$ cat src/ebct_params.svh
`ifndef EBCT_PARAMS_SVH
`define EBCT_PARAMS_SVH
// Operation
// (RULE_01) The counter is an 8-bit up-counter whose count source comes from a three-bit clock select field.
// (RULE_02) Software may read and write the counter at any time, even while it counts.
// (RULE_03) The counter clears on the external clear pin, match A or match B as a two-bit clear select field picks.
// (RULE_04) An overflow sets the overflow flag in the control/status register.
// (RULE_05) The counter holds zero after reset.
// (RULE_06) Match constants A and B are identical 8-bit read/write registers.
// (RULE_07) An external count clock pin can serve as the count source.
// (RULE_08) An external clear pin clears the counter when that clear source is chosen.
// (RULE_09) An external start trigger pin can start counting.
// (RULE_10) The waveform output pin changes level on compare matches.
// (RULE_11) A four-bit output select field can make the output go high on match A and low on match B.
// (RULE_12) The internal clock pick bit in the second control register joins the clock select field.
// (RULE_13) Once set up, the pulse waveform runs on alone, A setting the period and B the width.
// (RULE_14) The timer runs in active and sleep modes and is held in reset in the low-power modes.
// (RULE_15) Match A or B is raised when the counter equals constant A or B.
// (RULE_16) Overflow is the step from all ones back to zero.

// Register byte addresses
`define EBCT_OFS_COUNT 8'h00
`define EBCT_OFS_CONST_A 8'h04
`define EBCT_OFS_CONST_B 8'h08
`define EBCT_OFS_CTRL0 8'h0c
`define EBCT_OFS_CSR 8'h10
`define EBCT_OFS_CTRL1 8'h14
`define EBCT_OFS_IRQ_STAT 8'h18
`define EBCT_OFS_IRQ_MASK 8'h1c

// First control register fields
`define EBCT_CKS_LSB 0
`define EBCT_CCLR_LSB 3
`define EBCT_TRGE_BIT 5
// Control/status register fields
`define EBCT_OS_LSB 0
`define EBCT_OVF_BIT 7
// Second control register fields
`define EBCT_ICKS_BIT 0

// Status / mask bits
`define EBCT_IRQ_OVF 0
`define EBCT_IRQ_CMA 1
`define EBCT_IRQ_CMB 2

`define EBCT_CONST_RESET 8'hff
`define EBCT_COUNT_RESET 8'h00
`endif

$ cat src/ebct_pkg.sv
package ebct_pkg;
    typedef enum logic [1:0] {EBCT_CLR_NONE, EBCT_CLR_A, EBCT_CLR_B, EBCT_CLR_EXT} ebct_clr_e;
    typedef enum logic [1:0] {EBCT_OS_KEEP, EBCT_OS_LOW, EBCT_OS_HIGH, EBCT_OS_TOGGLE} ebct_os_e;
    typedef enum logic {EBCT_RUN_WAIT, EBCT_RUN_GO} ebct_run_e;
endpackage : ebct_pkg

$ cat src/ebct_pin_sync.sv
`timescale 1ns/10ps
module ebct_pin_sync (
    input wire logic i_mclk,
    input wire logic i_rst_n,
    input wire logic i_ce,
    input wire logic i_pin,
    output logic o_level,
    output logic o_rise,
    output logic o_fall
);
    logic [2:0] sh_q;
    logic [2:0] sh_d;
    logic lvl_q;
    logic lvl_d;
    logic [1:0] fill_q;
    logic [1:0] fill_d;
    logic primed;

    // Until the chain holds real samples the level just follows it and no edge is reported,
    // so a pin resting high when reset ends does not fake an edge
    assign primed = (fill_q == 2'h3);

    // Once primed, a change is accepted only once stages two and three agree
    always_comb
    begin
        sh_d = {sh_q[1:0], i_pin};
        fill_d = primed ? fill_q : fill_q + 2'h1;
        lvl_d = !primed ? sh_q[1] : ((sh_q[1] == sh_q[2]) ? sh_q[2] : lvl_q);
    end

    always_ff @(posedge i_mclk)
    begin
        if (!i_rst_n)
        begin
            sh_q <= 3'h0;
            lvl_q <= 1'b0;
            fill_q <= 2'h0;
        end
        else if (i_ce)
        begin
            sh_q <= sh_d;
            lvl_q <= lvl_d;
            fill_q <= fill_d;
        end
    end

    assign o_level = lvl_q;
    assign o_rise = primed & lvl_d & ~lvl_q;
    assign o_fall = primed & ~lvl_d & lvl_q;
endmodule : ebct_pin_sync

$ cat src/ebct_prescaler.sv
`timescale 1ns/10ps
module ebct_prescaler #(
    parameter int WIDTH = 8
) (
    input wire logic i_mclk,
    input wire logic i_rst_n,
    input wire logic i_ce,
    input wire logic i_run,
    output logic [WIDTH-1:0] o_tick
);
    logic [WIDTH-1:0] cnt_q;
    logic [WIDTH-1:0] cnt_d;

    if (WIDTH < 2 || WIDTH > 16)
    begin : g_bad_width
        $error("ebct_prescaler WIDTH out of range");
    end

    always_comb
    begin
        cnt_d = i_run ? cnt_q + {{(WIDTH-1){1'b0}}, 1'b1} : {WIDTH{1'b0}};
    end

    always_ff @(posedge i_mclk)
    begin
        if (!i_rst_n)
        begin
            cnt_q <= {WIDTH{1'b0}};
        end
        else if (i_ce)
        begin
            cnt_q <= cnt_d;
        end
    end

    // Tick k pulses every 2^(k+1) clocks
    genvar k;
    generate
        for (k = 0; k < WIDTH; k = k + 1)
        begin : g_tick
            assign o_tick[k] = i_run & (cnt_q[k:0] == {(k+1){1'b1}});
        end
    endgenerate
endmodule : ebct_prescaler

$ cat src/ebct_timer.sv
// The implementer's own choices: the address map and register access over AXI4-Lite.
`timescale 1ns/10ps
`include "ebct_params.svh"
module ebct_timer (
    input wire logic i_mclk,
    input wire logic i_rst_n,
    input wire logic i_ce,
    input wire logic i_low_power,
    input wire logic i_ext_count_clock_pin,
    input wire logic i_ext_clear_pin,
    input wire logic i_start_trigger_pin,
    input wire logic [7:0] i_awaddr,
    input wire logic i_awvalid,
    output logic o_awready,
    input wire logic [31:0] i_wdata,
    input wire logic [3:0] i_wstrb,
    input wire logic i_wvalid,
    output logic o_wready,
    output logic [1:0] o_bresp,
    output logic o_bvalid,
    input wire logic i_bready,
    input wire logic [7:0] i_araddr,
    input wire logic i_arvalid,
    output logic o_arready,
    output logic [31:0] o_rdata,
    output logic [1:0] o_rresp,
    output logic o_rvalid,
    input wire logic i_rready,
    output logic o_wave_out_pin,
    output logic o_irq
);
    import ebct_pkg::*;

    // Low-power modes hold the whole timer except the bus slave in reset
    logic t_rst_n;
    assign t_rst_n = i_rst_n & ~i_low_power; // RULE_14

    function automatic logic rw_hit(input logic [7:0] a, input logic [7:0] ofs);
        rw_hit = (a[7:2] == ofs[7:2]);
    endfunction : rw_hit

    logic ext_clk_lvl;
    logic ext_clk_rise;
    logic ext_clk_fall;
    logic ext_clr_lvl;
    logic ext_clr_rise;
    logic trg_lvl;
    logic trg_rise;
    logic trg_fall;

    ebct_pin_sync u_sync_clk (
        .i_mclk(i_mclk),
        .i_rst_n(t_rst_n),
        .i_ce(i_ce),
        .i_pin(i_ext_count_clock_pin),
        .o_level(ext_clk_lvl),
        .o_rise(ext_clk_rise),
        .o_fall(ext_clk_fall)
    );

    ebct_pin_sync u_sync_clr (
        .i_mclk(i_mclk),
        .i_rst_n(t_rst_n),
        .i_ce(i_ce),
        .i_pin(i_ext_clear_pin),
        .o_level(ext_clr_lvl),
        .o_rise(ext_clr_rise),
        .o_fall()
    );

    ebct_pin_sync u_sync_trg (
        .i_mclk(i_mclk),
        .i_rst_n(t_rst_n),
        .i_ce(i_ce),
        .i_pin(i_start_trigger_pin),
        .o_level(trg_lvl),
        .o_rise(trg_rise),
        .o_fall(trg_fall)
    );

    // Registers
    logic [7:0] count_q, count_d;
    logic [7:0] const_a_q, const_a_d;
    logic [7:0] const_b_q, const_b_d;
    logic [7:0] ctrl0_q, ctrl0_d;
    logic [7:0] csr_q, csr_d;
    logic [7:0] ctrl1_q, ctrl1_d;
    logic [2:0] stat_q, stat_d;
    logic [2:0] mask_q, mask_d;
    logic wave_q, wave_d;
    ebct_run_e run_q, run_d;
    logic cm_a_q, cm_a_d;
    logic cm_b_q, cm_b_d;

    // Bus slave state
    logic aw_held_q, aw_held_d;
    logic [7:0] aw_addr_q, aw_addr_d;
    logic w_held_q, w_held_d;
    logic [31:0] w_data_q, w_data_d;
    logic w_lane0_q, w_lane0_d;
    logic bvalid_q, bvalid_d;
    logic [1:0] bresp_q, bresp_d;
    logic rvalid_q, rvalid_d;
    logic [31:0] rdata_q, rdata_d;
    logic [1:0] rresp_q, rresp_d;
    logic irq_q, irq_d;
    logic awready_q, wready_q, arready_q;

    logic [2:0] cks;
    ebct_clr_e clr_sel;
    logic [1:0] os_a;
    logic [1:0] os_b;
    logic icks;
    logic trg_en;
    logic [7:0] ptick;
    logic count_tick;
    logic do_write;
    logic addr_ok;
    logic match_a;
    logic match_b;
    logic ovf_evt;

    assign cks = ctrl0_q[`EBCT_CKS_LSB +: 3]; // RULE_01
    assign clr_sel = ebct_clr_e'(ctrl0_q[`EBCT_CCLR_LSB +: 2]); // RULE_03
    assign trg_en = ctrl0_q[`EBCT_TRGE_BIT];
    assign os_a = csr_q[`EBCT_OS_LSB +: 2];
    assign os_b = csr_q[`EBCT_OS_LSB + 2 +: 2]; // RULE_11
    assign icks = ctrl1_q[`EBCT_ICKS_BIT];

    ebct_prescaler #(
        .WIDTH(8)
    ) u_pre (
        .i_mclk(i_mclk),
        .i_rst_n(t_rst_n),
        .i_ce(i_ce),
        .i_run(run_q == EBCT_RUN_GO),
        .o_tick(ptick)
    );

    // Count source: 000 stops; 001..011 internal rates with the pick bit doubling the divider on 001 and 010 and quadrupling it on 011;
    // 100..111 stop internally except ext pin edges on 101 rise, 110 fall, 111 both
    always_comb
    begin
        count_tick = 1'b0;
        case (cks) // RULE_12
            3'h1: count_tick = icks ? ptick[1] : ptick[0];
            3'h2: count_tick = icks ? ptick[3] : ptick[2];
            3'h3: count_tick = icks ? ptick[7] : ptick[5];
            3'h5: count_tick = ext_clk_rise; // RULE_07
            3'h6: count_tick = ext_clk_fall;
            3'h7: count_tick = ext_clk_rise | ext_clk_fall;
            default: count_tick = 1'b0;
        endcase
        if (run_q != EBCT_RUN_GO)
        begin
            count_tick = 1'b0;
        end
    end

    assign match_a = (count_q == const_a_q); // RULE_15
    assign match_b = (count_q == const_b_q); // RULE_15
    assign ovf_evt = count_tick && (count_q == 8'hff); // RULE_16

    assign addr_ok = 1'b1;
    assign do_write = aw_held_q && w_held_q && !bvalid_q;

    // Timer core and register writes
    always_comb
    begin
        count_d = count_q;
        const_a_d = const_a_q;
        const_b_d = const_b_q;
        ctrl0_d = ctrl0_q;
        csr_d = csr_q;
        ctrl1_d = ctrl1_q;
        mask_d = mask_q;
        wave_d = wave_q;
        run_d = run_q;
        // Match is registered so each compare fires once, on entering the equal value
        cm_a_d = match_a;
        cm_b_d = match_b;
        stat_d = stat_q;

        // Trigger gating: with trigger enabled, counting waits for a trigger edge
        case (run_q)
            EBCT_RUN_WAIT:
            begin
                // Select zero keeps waiting, else a stopped timer would leave waiting before the trigger is armed
                if (cks != 3'h0 && (!trg_en || trg_rise || trg_fall)) // RULE_09
                begin
                    run_d = EBCT_RUN_GO;
                end
            end
            EBCT_RUN_GO:
            begin
                if (cks == 3'h0)
                begin
                    run_d = EBCT_RUN_WAIT;
                end
            end
            default: run_d = EBCT_RUN_WAIT;
        endcase

        if (count_tick)
        begin
            count_d = count_q + 8'h01; // RULE_01
        end
        if ((clr_sel == EBCT_CLR_A && match_a && !cm_a_q) ||
            (clr_sel == EBCT_CLR_B && match_b && !cm_b_q) ||
            (clr_sel == EBCT_CLR_EXT && ext_clr_rise)) // RULE_08
        begin
            count_d = 8'h00; // RULE_03
        end

        // Waveform: A sets period by clearing, B sets width
        if (match_a && !cm_a_q) // RULE_10
        begin
            case (os_a)
                2'h1: wave_d = 1'b0;
                2'h2: wave_d = 1'b1; // RULE_13
                2'h3: wave_d = ~wave_q;
                default: wave_d = wave_q;
            endcase
        end
        if (match_b && !cm_b_q) // RULE_11
        begin
            case (os_b)
                2'h1: wave_d = 1'b0; // RULE_13
                2'h2: wave_d = 1'b1;
                2'h3: wave_d = ~wave_q;
                default: wave_d = wave_d;
            endcase
        end

        if (do_write && w_lane0_q)
        begin
            if (rw_hit(aw_addr_q, `EBCT_OFS_COUNT))
            begin
                count_d = w_data_q[7:0]; // RULE_02
            end
            if (rw_hit(aw_addr_q, `EBCT_OFS_CONST_A))
            begin
                const_a_d = w_data_q[7:0]; // RULE_06
            end
            if (rw_hit(aw_addr_q, `EBCT_OFS_CONST_B))
            begin
                const_b_d = w_data_q[7:0]; // RULE_06
            end
            if (rw_hit(aw_addr_q, `EBCT_OFS_CTRL0))
            begin
                ctrl0_d = {2'h0, w_data_q[5:0]};
            end
            if (rw_hit(aw_addr_q, `EBCT_OFS_CSR))
            begin
                // Overflow flag is clear-only from software
                csr_d = {csr_q[7] & w_data_q[7], 3'h0, w_data_q[3:0]};
            end
            if (rw_hit(aw_addr_q, `EBCT_OFS_CTRL1))
            begin
                ctrl1_d = {7'h0, w_data_q[0]};
            end
            if (rw_hit(aw_addr_q, `EBCT_OFS_IRQ_STAT))
            begin
                stat_d = stat_q & ~w_data_q[2:0];
            end
            if (rw_hit(aw_addr_q, `EBCT_OFS_IRQ_MASK))
            begin
                mask_d = w_data_q[2:0];
            end
        end

        // Hardware sets win over software clears
        if (ovf_evt)
        begin
            csr_d[`EBCT_OVF_BIT] = 1'b1; // RULE_04
            stat_d[`EBCT_IRQ_OVF] = 1'b1;
        end
        if (match_a && !cm_a_q)
        begin
            stat_d[`EBCT_IRQ_CMA] = 1'b1;
        end
        if (match_b && !cm_b_q)
        begin
            stat_d[`EBCT_IRQ_CMB] = 1'b1;
        end
        irq_d = |(stat_d & mask_d);
    end

    // AXI4-Lite slave; every byte address decodes, unmapped ones read zero and answer OKAY
    always_comb
    begin
        aw_held_d = aw_held_q;
        aw_addr_d = aw_addr_q;
        w_held_d = w_held_q;
        w_data_d = w_data_q;
        w_lane0_d = w_lane0_q;
        bvalid_d = bvalid_q;
        bresp_d = bresp_q;
        rvalid_d = rvalid_q;
        rdata_d = rdata_q;
        rresp_d = rresp_q;
        if (i_awvalid && !aw_held_q)
        begin
            aw_held_d = 1'b1;
            aw_addr_d = i_awaddr;
        end
        if (i_wvalid && !w_held_q)
        begin
            w_held_d = 1'b1;
            w_data_d = i_wdata;
            w_lane0_d = i_wstrb[0];
        end
        if (do_write)
        begin
            aw_held_d = 1'b0;
            w_held_d = 1'b0;
            bvalid_d = 1'b1;
            bresp_d = addr_ok ? 2'h0 : 2'h2;
        end
        if (bvalid_q && i_bready)
        begin
            bvalid_d = 1'b0;
        end
        if (rvalid_q && i_rready)
        begin
            rvalid_d = 1'b0;
        end
        if (i_arvalid && !rvalid_q)
        begin
            rvalid_d = 1'b1;
            rresp_d = 2'h0;
            case (i_araddr[7:2])
                `EBCT_OFS_COUNT >> 2: rdata_d = {24'h0, count_q}; // RULE_02
                `EBCT_OFS_CONST_A >> 2: rdata_d = {24'h0, const_a_q};
                `EBCT_OFS_CONST_B >> 2: rdata_d = {24'h0, const_b_q};
                `EBCT_OFS_CTRL0 >> 2: rdata_d = {24'h0, ctrl0_q};
                `EBCT_OFS_CSR >> 2: rdata_d = {24'h0, csr_q};
                `EBCT_OFS_CTRL1 >> 2: rdata_d = {24'h0, ctrl1_q};
                `EBCT_OFS_IRQ_STAT >> 2: rdata_d = {29'h0, stat_q};
                `EBCT_OFS_IRQ_MASK >> 2: rdata_d = {29'h0, mask_q};
                default: rdata_d = 32'h0;
            endcase
        end
    end

    always_ff @(posedge i_mclk)
    begin
        if (!t_rst_n)
        begin
            count_q <= `EBCT_COUNT_RESET; // RULE_05
            const_a_q <= `EBCT_CONST_RESET;
            const_b_q <= `EBCT_CONST_RESET;
            ctrl0_q <= 8'h00;
            csr_q <= 8'h00;
            ctrl1_q <= 8'h00;
            stat_q <= 3'h0;
            mask_q <= 3'h0;
            wave_q <= 1'b0;
            run_q <= EBCT_RUN_WAIT;
            cm_a_q <= 1'b0;
            cm_b_q <= 1'b0;
            irq_q <= 1'b0;
        end
        else if (i_ce)
        begin
            count_q <= count_d;
            const_a_q <= const_a_d;
            const_b_q <= const_b_d;
            ctrl0_q <= ctrl0_d;
            csr_q <= csr_d;
            ctrl1_q <= ctrl1_d;
            stat_q <= stat_d;
            mask_q <= mask_d;
            wave_q <= wave_d;
            run_q <= run_d;
            cm_a_q <= cm_a_d;
            cm_b_q <= cm_b_d;
            irq_q <= irq_d;
        end
    end

    // Bus stays alive in low-power modes so software can still reach the reset registers
    always_ff @(posedge i_mclk)
    begin
        if (!i_rst_n)
        begin
            aw_held_q <= 1'b0;
            aw_addr_q <= 8'h00;
            w_held_q <= 1'b0;
            w_data_q <= 32'h0;
            w_lane0_q <= 1'b0;
            bvalid_q <= 1'b0;
            bresp_q <= 2'h0;
            rvalid_q <= 1'b0;
            rdata_q <= 32'h0;
            rresp_q <= 2'h0;
            awready_q <= 1'b1;
            wready_q <= 1'b1;
            arready_q <= 1'b1;
        end
        else if (i_ce)
        begin
            aw_held_q <= aw_held_d;
            aw_addr_q <= aw_addr_d;
            w_held_q <= w_held_d;
            w_data_q <= w_data_d;
            w_lane0_q <= w_lane0_d;
            bvalid_q <= bvalid_d;
            bresp_q <= bresp_d;
            rvalid_q <= rvalid_d;
            rdata_q <= rdata_d;
            rresp_q <= rresp_d;
            awready_q <= ~aw_held_d;
            wready_q <= ~w_held_d;
            arready_q <= ~rvalid_d;
        end
    end

    assign o_awready = awready_q;
    assign o_wready = wready_q;
    assign o_bvalid = bvalid_q;
    assign o_bresp = bresp_q;
    assign o_arready = arready_q;
    assign o_rvalid = rvalid_q;
    assign o_rdata = rdata_q;
    assign o_rresp = rresp_q;
    assign o_wave_out_pin = wave_q;
    assign o_irq = irq_q;
endmodule : ebct_timer

$ cat config.mk
export PLATFORM = sky130hd
export DESIGN_NAME = ebct_timer
export DESIGN_NICKNAME = d
export VERILOG_FILES = /design/src/ebct_pkg.sv /design/src/ebct_pin_sync.sv /design/src/ebct_prescaler.sv /design/src/ebct_timer.sv
export VERILOG_INCLUDE_DIRS = /design/src /design/src/src
export SDC_FILE = /design/constraint.sdc
export NUM_CORES = 1
export LEC_CHECK = 0
export ABC_AREA = 0
export ABC_CLOCK_PERIOD_IN_PS = 2480
export BUFFER_PORTS_ARGS = -buffer_cell sky130_fd_sc_hd__buf_2
export CORE_MARGIN = 3
export CORE_UTILIZATION = 50
export DETAILED_ROUTE_END_ITERATION = 8
export PLACE_DENSITY = 0.76
export SETUP_SLACK_MARGIN = 0.2
export SLEW_MARGIN = 20
export SYNTH_ARGS = -nofsm -noshare
export SYNTH_HDL_FRONTEND = slang
export SYNTH_HIERARCHICAL = 1
export SYNTH_SLANG_ARGS = --single-unit
export TNS_END_PERCENT = 100
$ cat constraint.sdc
create_clock -name i_mclk -period 2.48 [get_ports i_mclk]
set_input_delay 0.124 -clock i_mclk [delete_from_list [all_inputs] [get_ports i_mclk]]
set_output_delay 0.124 -clock i_mclk [all_outputs]
set_load 0.02 [all_outputs]
# Word level (Yosys, flattened, before mapping)

Index checks and enable logic that the tools add are counted.
Widths: inputs -> output; s select.

Eq/ne operators: 43
Bitwise gates (word level): 36
Add/sub/neg operators: 5
Reduce and logical (&&, ||, !) cells: 49
Muxes and demuxes: 42

Operator list:

| operator            | count |
|---|---|
| $pmux 8 s8          | 1 |
| $mux 8              | 7 |
| $eq 6x3->1 const B  | 8 |
| $mux 1              | 26 |
| $eq 6x2->1 const B  | 4 |
| $eq 2x2->1 const B  | 10 |
| $and 1x1->1         | 18 |
| $reduce_and 3->1    | 6 |
| $logic_and 1x1->1   | 17 |
| $add 8x1->8 const B | 2 |
| $eq 8x8->1          | 2 |
| $eq 8x8->1 const B  | 2 |
| $not 1->1           | 14 |
| $reduce_and 2->1    | 7 |
| $eq 3x3->1 const B  | 4 |
| $eq 6x1->1 const B  | 2 |
| $logic_not 6->1     | 2 |
| $mux 3              | 4 |
| $logic_not 1->1     | 7 |
| $add 2x1->2 const B | 3 |
| $and 3x3->3         | 2 |
| $eq 2x1->1 const B  | 3 |
| $eq 3x2->1 const B  | 2 |
| $eq 6x6->1 const B  | 1 |
| 13 further kinds    | 21 |

Output and inout port bits: 43
Register bits after elaboration: 129
Bits of input ports: 64
Logic and storage cells: 210

# Logic depth before layout (Yosys ltp)

Depth in word-level cells: 13
Mapped depth: 10
Mapped depth without buffers: 10

# Hierarchy

The synthesis kept the hierarchy.

By module, submodules not included:

| module         | seq. area each (µm²) | times used | area each (µm²) | cells each |
|---|---|---|---|---|
| ebct_timer     | 1541.5               | 1          | 4169.0          | 505 |
| ebct_pin_sync  | 120.1                | 3          | 282.8           | 27 |
| ebct_prescaler | 160.2                | 1          | 430.4           | 53 |

# Least setup slack after synthesis

OpenSTA, ideal clock, no wires.

Path type: register to register
Start: register u_pre.cnt_q[0]
End: register count_q[1]
Setup time: 0.123 ns
Buffers on the path: 0
Setup slack: 0.124 ns
Period minus slack after synthesis: 2.356 ns
Data arrival time: 2.233 ns
Cell stages (with the launch flop): 11
Data required time: 2.357 ns
Path through: dfxtp_1 ha_1 nand4_1 nor2_1 and3_1 mux2i_1 o22ai_2 o31ai_2 mux2_2 a221oi_1 nor2_1

Cells in the longest elaborated chain, start to end: 9
Elaborated cells between the ends (all ways): 20
Those cells by class: eq/ne: 5; mux: 9; bitwise: 6

RTL lines:

| item                   | line                 | text |
|---|---|---|
| from (decl)            | ebct_prescaler.sv:11 | `logic [WIDTH-1:0] cnt_q;` |
| from (signal assigned) | ebct_prescaler.sv:28 | `cnt_q <= {WIDTH{1'b0}};` |
| from (signal assigned) | ebct_prescaler.sv:32 | `cnt_q <= cnt_d;` |
| $eq 6x6->1 (*)         | ebct_prescaler.sv:41 | `assign o_tick[k] = i_run & (cnt_q[k:0] == {(k+1){1'b1}});` |
| $and 1x1->1 (*)        | ebct_prescaler.sv:41 |  |
| named net ptick[5]     | ebct_timer.sv:115    | `logic [7:0] ptick;` |
| $mux 1 (*)             | ebct_timer.sv:148    | `3'h3: count_tick = icks ? ptick[7] : ptick[5];` |
| $pmux 1 s6 (*)         | ebct_timer.sv:145    | `case (cks)` |
| $mux 1 (*)             | ebct_timer.sv:154    | `if (run_q != EBCT_RUN_GO)` |
| $mux 8 (*)             | ebct_timer.sv:204    | `if (count_tick)` |
| $mux 8 (*)             | ebct_timer.sv:208    | `if ((clr_sel == EBCT_CLR_A && match_a && !cm_a_q) \|\|` |
| $mux 8                 | ebct_timer.sv:237    | `` if (rw_hit(aw_addr_q, `EBCT_OFS_COUNT)) `` |
| $mux 8 (*)             | ebct_timer.sv:235    | `if (do_write && w_lane0_q)` |
| to (signal assigned)   | ebct_timer.sv:350    | `` count_q <= `EBCT_COUNT_RESET; `` |
| to (signal assigned)   | ebct_timer.sv:366    | `count_q <= count_d;` |
| to (decl)              | ebct_timer.sv:82     | `logic [7:0] count_q, count_d;` |

The timed path passes the listed nets; every way through them passes the cells marked *.
A chain may end at the register's enable or synchronous reset.

# Final worst setup path

Start: register u_pre.cnt_q[0]
End: register count_q[7]

Same word-level chain as after synthesis.

==> flow_summary.yaml <==
setup_path:
  critPathBufInv: 1
  regToRegSetupSlack_ns: 0.30
  crit_cells: 11
  worstSetupStartpoint: "u_pre/cnt_q[0]"
  critPathSlowestCell: "dfxtp_4"
  critPathLaunchType: "flop"
  cp_cell_sequence: "ha_4, nand4_1, nor2_1, and3_1, mux2i_1, o22ai_2, o31ai_4, buf_6, or3_1, o21ai_1, a311oi_1"
  worstSetupPathType: "flop to flop"
  crit_path_end_kind: "flop"
  timing.rr.start: "u_pre/cnt_q[0]"
  critPathMaxFanout: 6
  critPathMaxStageDelay_ns: 0.40
  rr_worst_depth: 11
  cpLargestDelayFamily: "simple AND/OR/NAND/NOR gates"
  crit_end: "count_q[7]"
  worstPathArrival_ns: 2.40
  crit_required_ns: 2.70
  r2r-end: "count_q[7]"
detailed_routing:
  ant_nets: 0
  viasPerCell: 5.72
  wirelength_mm: 13.3
  wire_per_inst_um: 16.0
  drt_iter0_markers: 343
  dr.pass1.iters: 5
  vias: 4744
  drcViolationCount: 0
pwr:
  power_density_mw_per_mm2: 493
  vdd_ir_drop_max_mv: 0.329
  p_switching_w: 0.000802
  finalPower_w: 0.00302
  share_seq_of_total_power_pct: 56.8
  clockPowerShare_pct: 33.3
  internal-power_w: 0.00222
  p_leak_nw: 2.46
  comb_power_share_pct: 9.9
  swShare_pct: 26.5
clocking:
  cts_buffer_depth: 2
  cts_made_buffers: 9
  cts.clk_slew.worst_paths_ns: 0.10
  insertion_delay_ns: 0.37
  cts_sinks: 103
  cts.htree.levels: 3
  root_buffer: "clkbuf_8"
  tritoncts: "done"
timing:
  slew_violations: 0
  finalSetupViolations: 0
  fin_crit_ns: 2.18
  fin_setup_tns_ns: 0
  relSlewSlack_pct: 56.1
  final.setup.worst_slack_ns: 0.300
  worstMarginPinSlew_ns: 0.653
  rsz0062_at_grt: "yes"
  hold_viol: 0
  skew_ns: 0.0173
  period_share_pct: 87.9
  max_freq_ghz: 0.459
run:
  cap_violations: 0
floorplanning:
  std_cell_rows: 37
  start_util_pct: 52.1
  fp.coreArea_mm2: 0.0104
  die_h_um: 110
  ios: 107
  die_w_um: 110
  dieArea_mm2: 0.0121
final_layout:
  utilization_pct: 58.8
  nets: 760
  multi_input_area_mm2: 0.00313
  drive_above_1_share_pct: 17.4
  fill_cells: 930
  final_cell_mix: "100 x dfxtp_1, 94 x nand2_1, 47 x mux2i_1, 47 x buf_2"
  layout.cells.most_common: "dfxtp_1"
  antenna-diode-count: 0
  seq_area_mm2: 0.00207
  area_delta_synth_final_pct: 12.9
grt:
  grt_pass1_wl_mm: 21.6
  grt_usage_pct: 22.6
  grt_pass1_vias: 4532
  antenna_found_initial: 0
  overflow: 0
  grt_max_degree: 48
synthesis:
  syn_area_mm2: 0.00543
  avgSynthCellArea_um2: 8.54
  synth_cells: 635
  yosys_warnings: 6
placed_design:
  numPortBuffers: 47
  dp_slack_ns: 0.0904
  hpwlAfterDp_mm: 9.42
  gp_congestion: 0.859
worst_hold_path:
  hold_class: "input port to flop"
status:
  outcome: "finished, final reports clean"
-- how the worst min path moves through the flow --
stage	start	end	slack [ns]	depth (start not counted)
floorplan	i_rst_n	o_arready	0.19	1
global placement	i_rst_n	o_arready	0.34	2
detailed placement	i_rst_n	o_arready	0.35	2
CTS	i_wdata[4]	w_data_q[4]	0.002	3
global route	i_wdata[0]	w_data_q[0]	0.01	3
finish	i_awaddr[3]	aw_addr_q[3]	0.008	3
-- layer usage --
| layer | track usage [%] | vias to the layer above | part of all wire (%) |
|---|---|---|---|
| met5 | 0 | - | 0 |
| li1 | - | 2278 | - |
| met4 | 8.36 | 0 | 2.2 |
| met1 | 27.3 | 2272 | 43 |
| met2 | 39.3 | 167 | 49 |
| met3 | 5.24 | 27 | 5.7 |
-- state kept, by name (all words and copies together) (netlist names), 2 cells and up --
register / cells
aw_addr_q: 6
const_a_q: 8
const_b_q: 8
count_q: 8
csr_q: 5
ctrl0_q: 6
mask_q: 3
o_rdata: 8
stat_q: 3
u_pre/cnt_q: 8
u_sync_clk/fill_q: 2
u_sync_clk/sh_q: 3
u_sync_clr/fill_q: 2
u_sync_clr/sh_q: 3
u_sync_trg/fill_q: 2
u_sync_trg/sh_q: 3
w_data_q: 8
-- what timing repair did --
item	4_1_cts	5_1_grt
pin swaps	1	4
gates resized for setup	4	17
hold endpoints to repair	14	0
setup buffers	0	3
setup endpoints to repair	6	8
cloned	0	0
hold buffers	12	0
-- cell type report --
cell class | instances | area share (%)
inverter | 13 | 0.797
multi-input combinational | 483 | 51.2
timing repair buffer | 79 | 8.32
tap | 136 | 2.78
sequential | 103 | 33.8
clock inverter | 5 | 0.633
clock buffer | 11 | 2.47
-- worst min-delay path, delay by kind of cell --
family | cells | cell delay [ns]
mux | 1 | 0.06
simple gates | 1 | 0.08
buf+inv | 1 | 0.07
-- through the flow --
step / std cells / hold slack, ns / instance area [um^2]
after detailed placement: 799 / 0.349 / 5690
after floorplan: 662 / 0.186 / 5540
after CTS: 827 / 0.00171 / 6020
final: 830 / 0.00827 / 6120
after global routing: 830 / 0.0103 / 6120
after global placement: 799 / 0.339 / 5690
-- power groups by stage --
stage          sequential (W)  clock (W)  combinational [W]
6_report              0.00171    0.00101           0.000299
5_1_grt               0.00172    0.00110           0.000328
4_1_cts               0.00172    0.00103           0.000294
3_5_place_dp          0.00175          0           0.000279
3_3_place_gp          0.00175          0           0.000272
2_1_floorplan         0.00174          0           0.000236
Note: power is estimated with default switching activity, not from simulation.
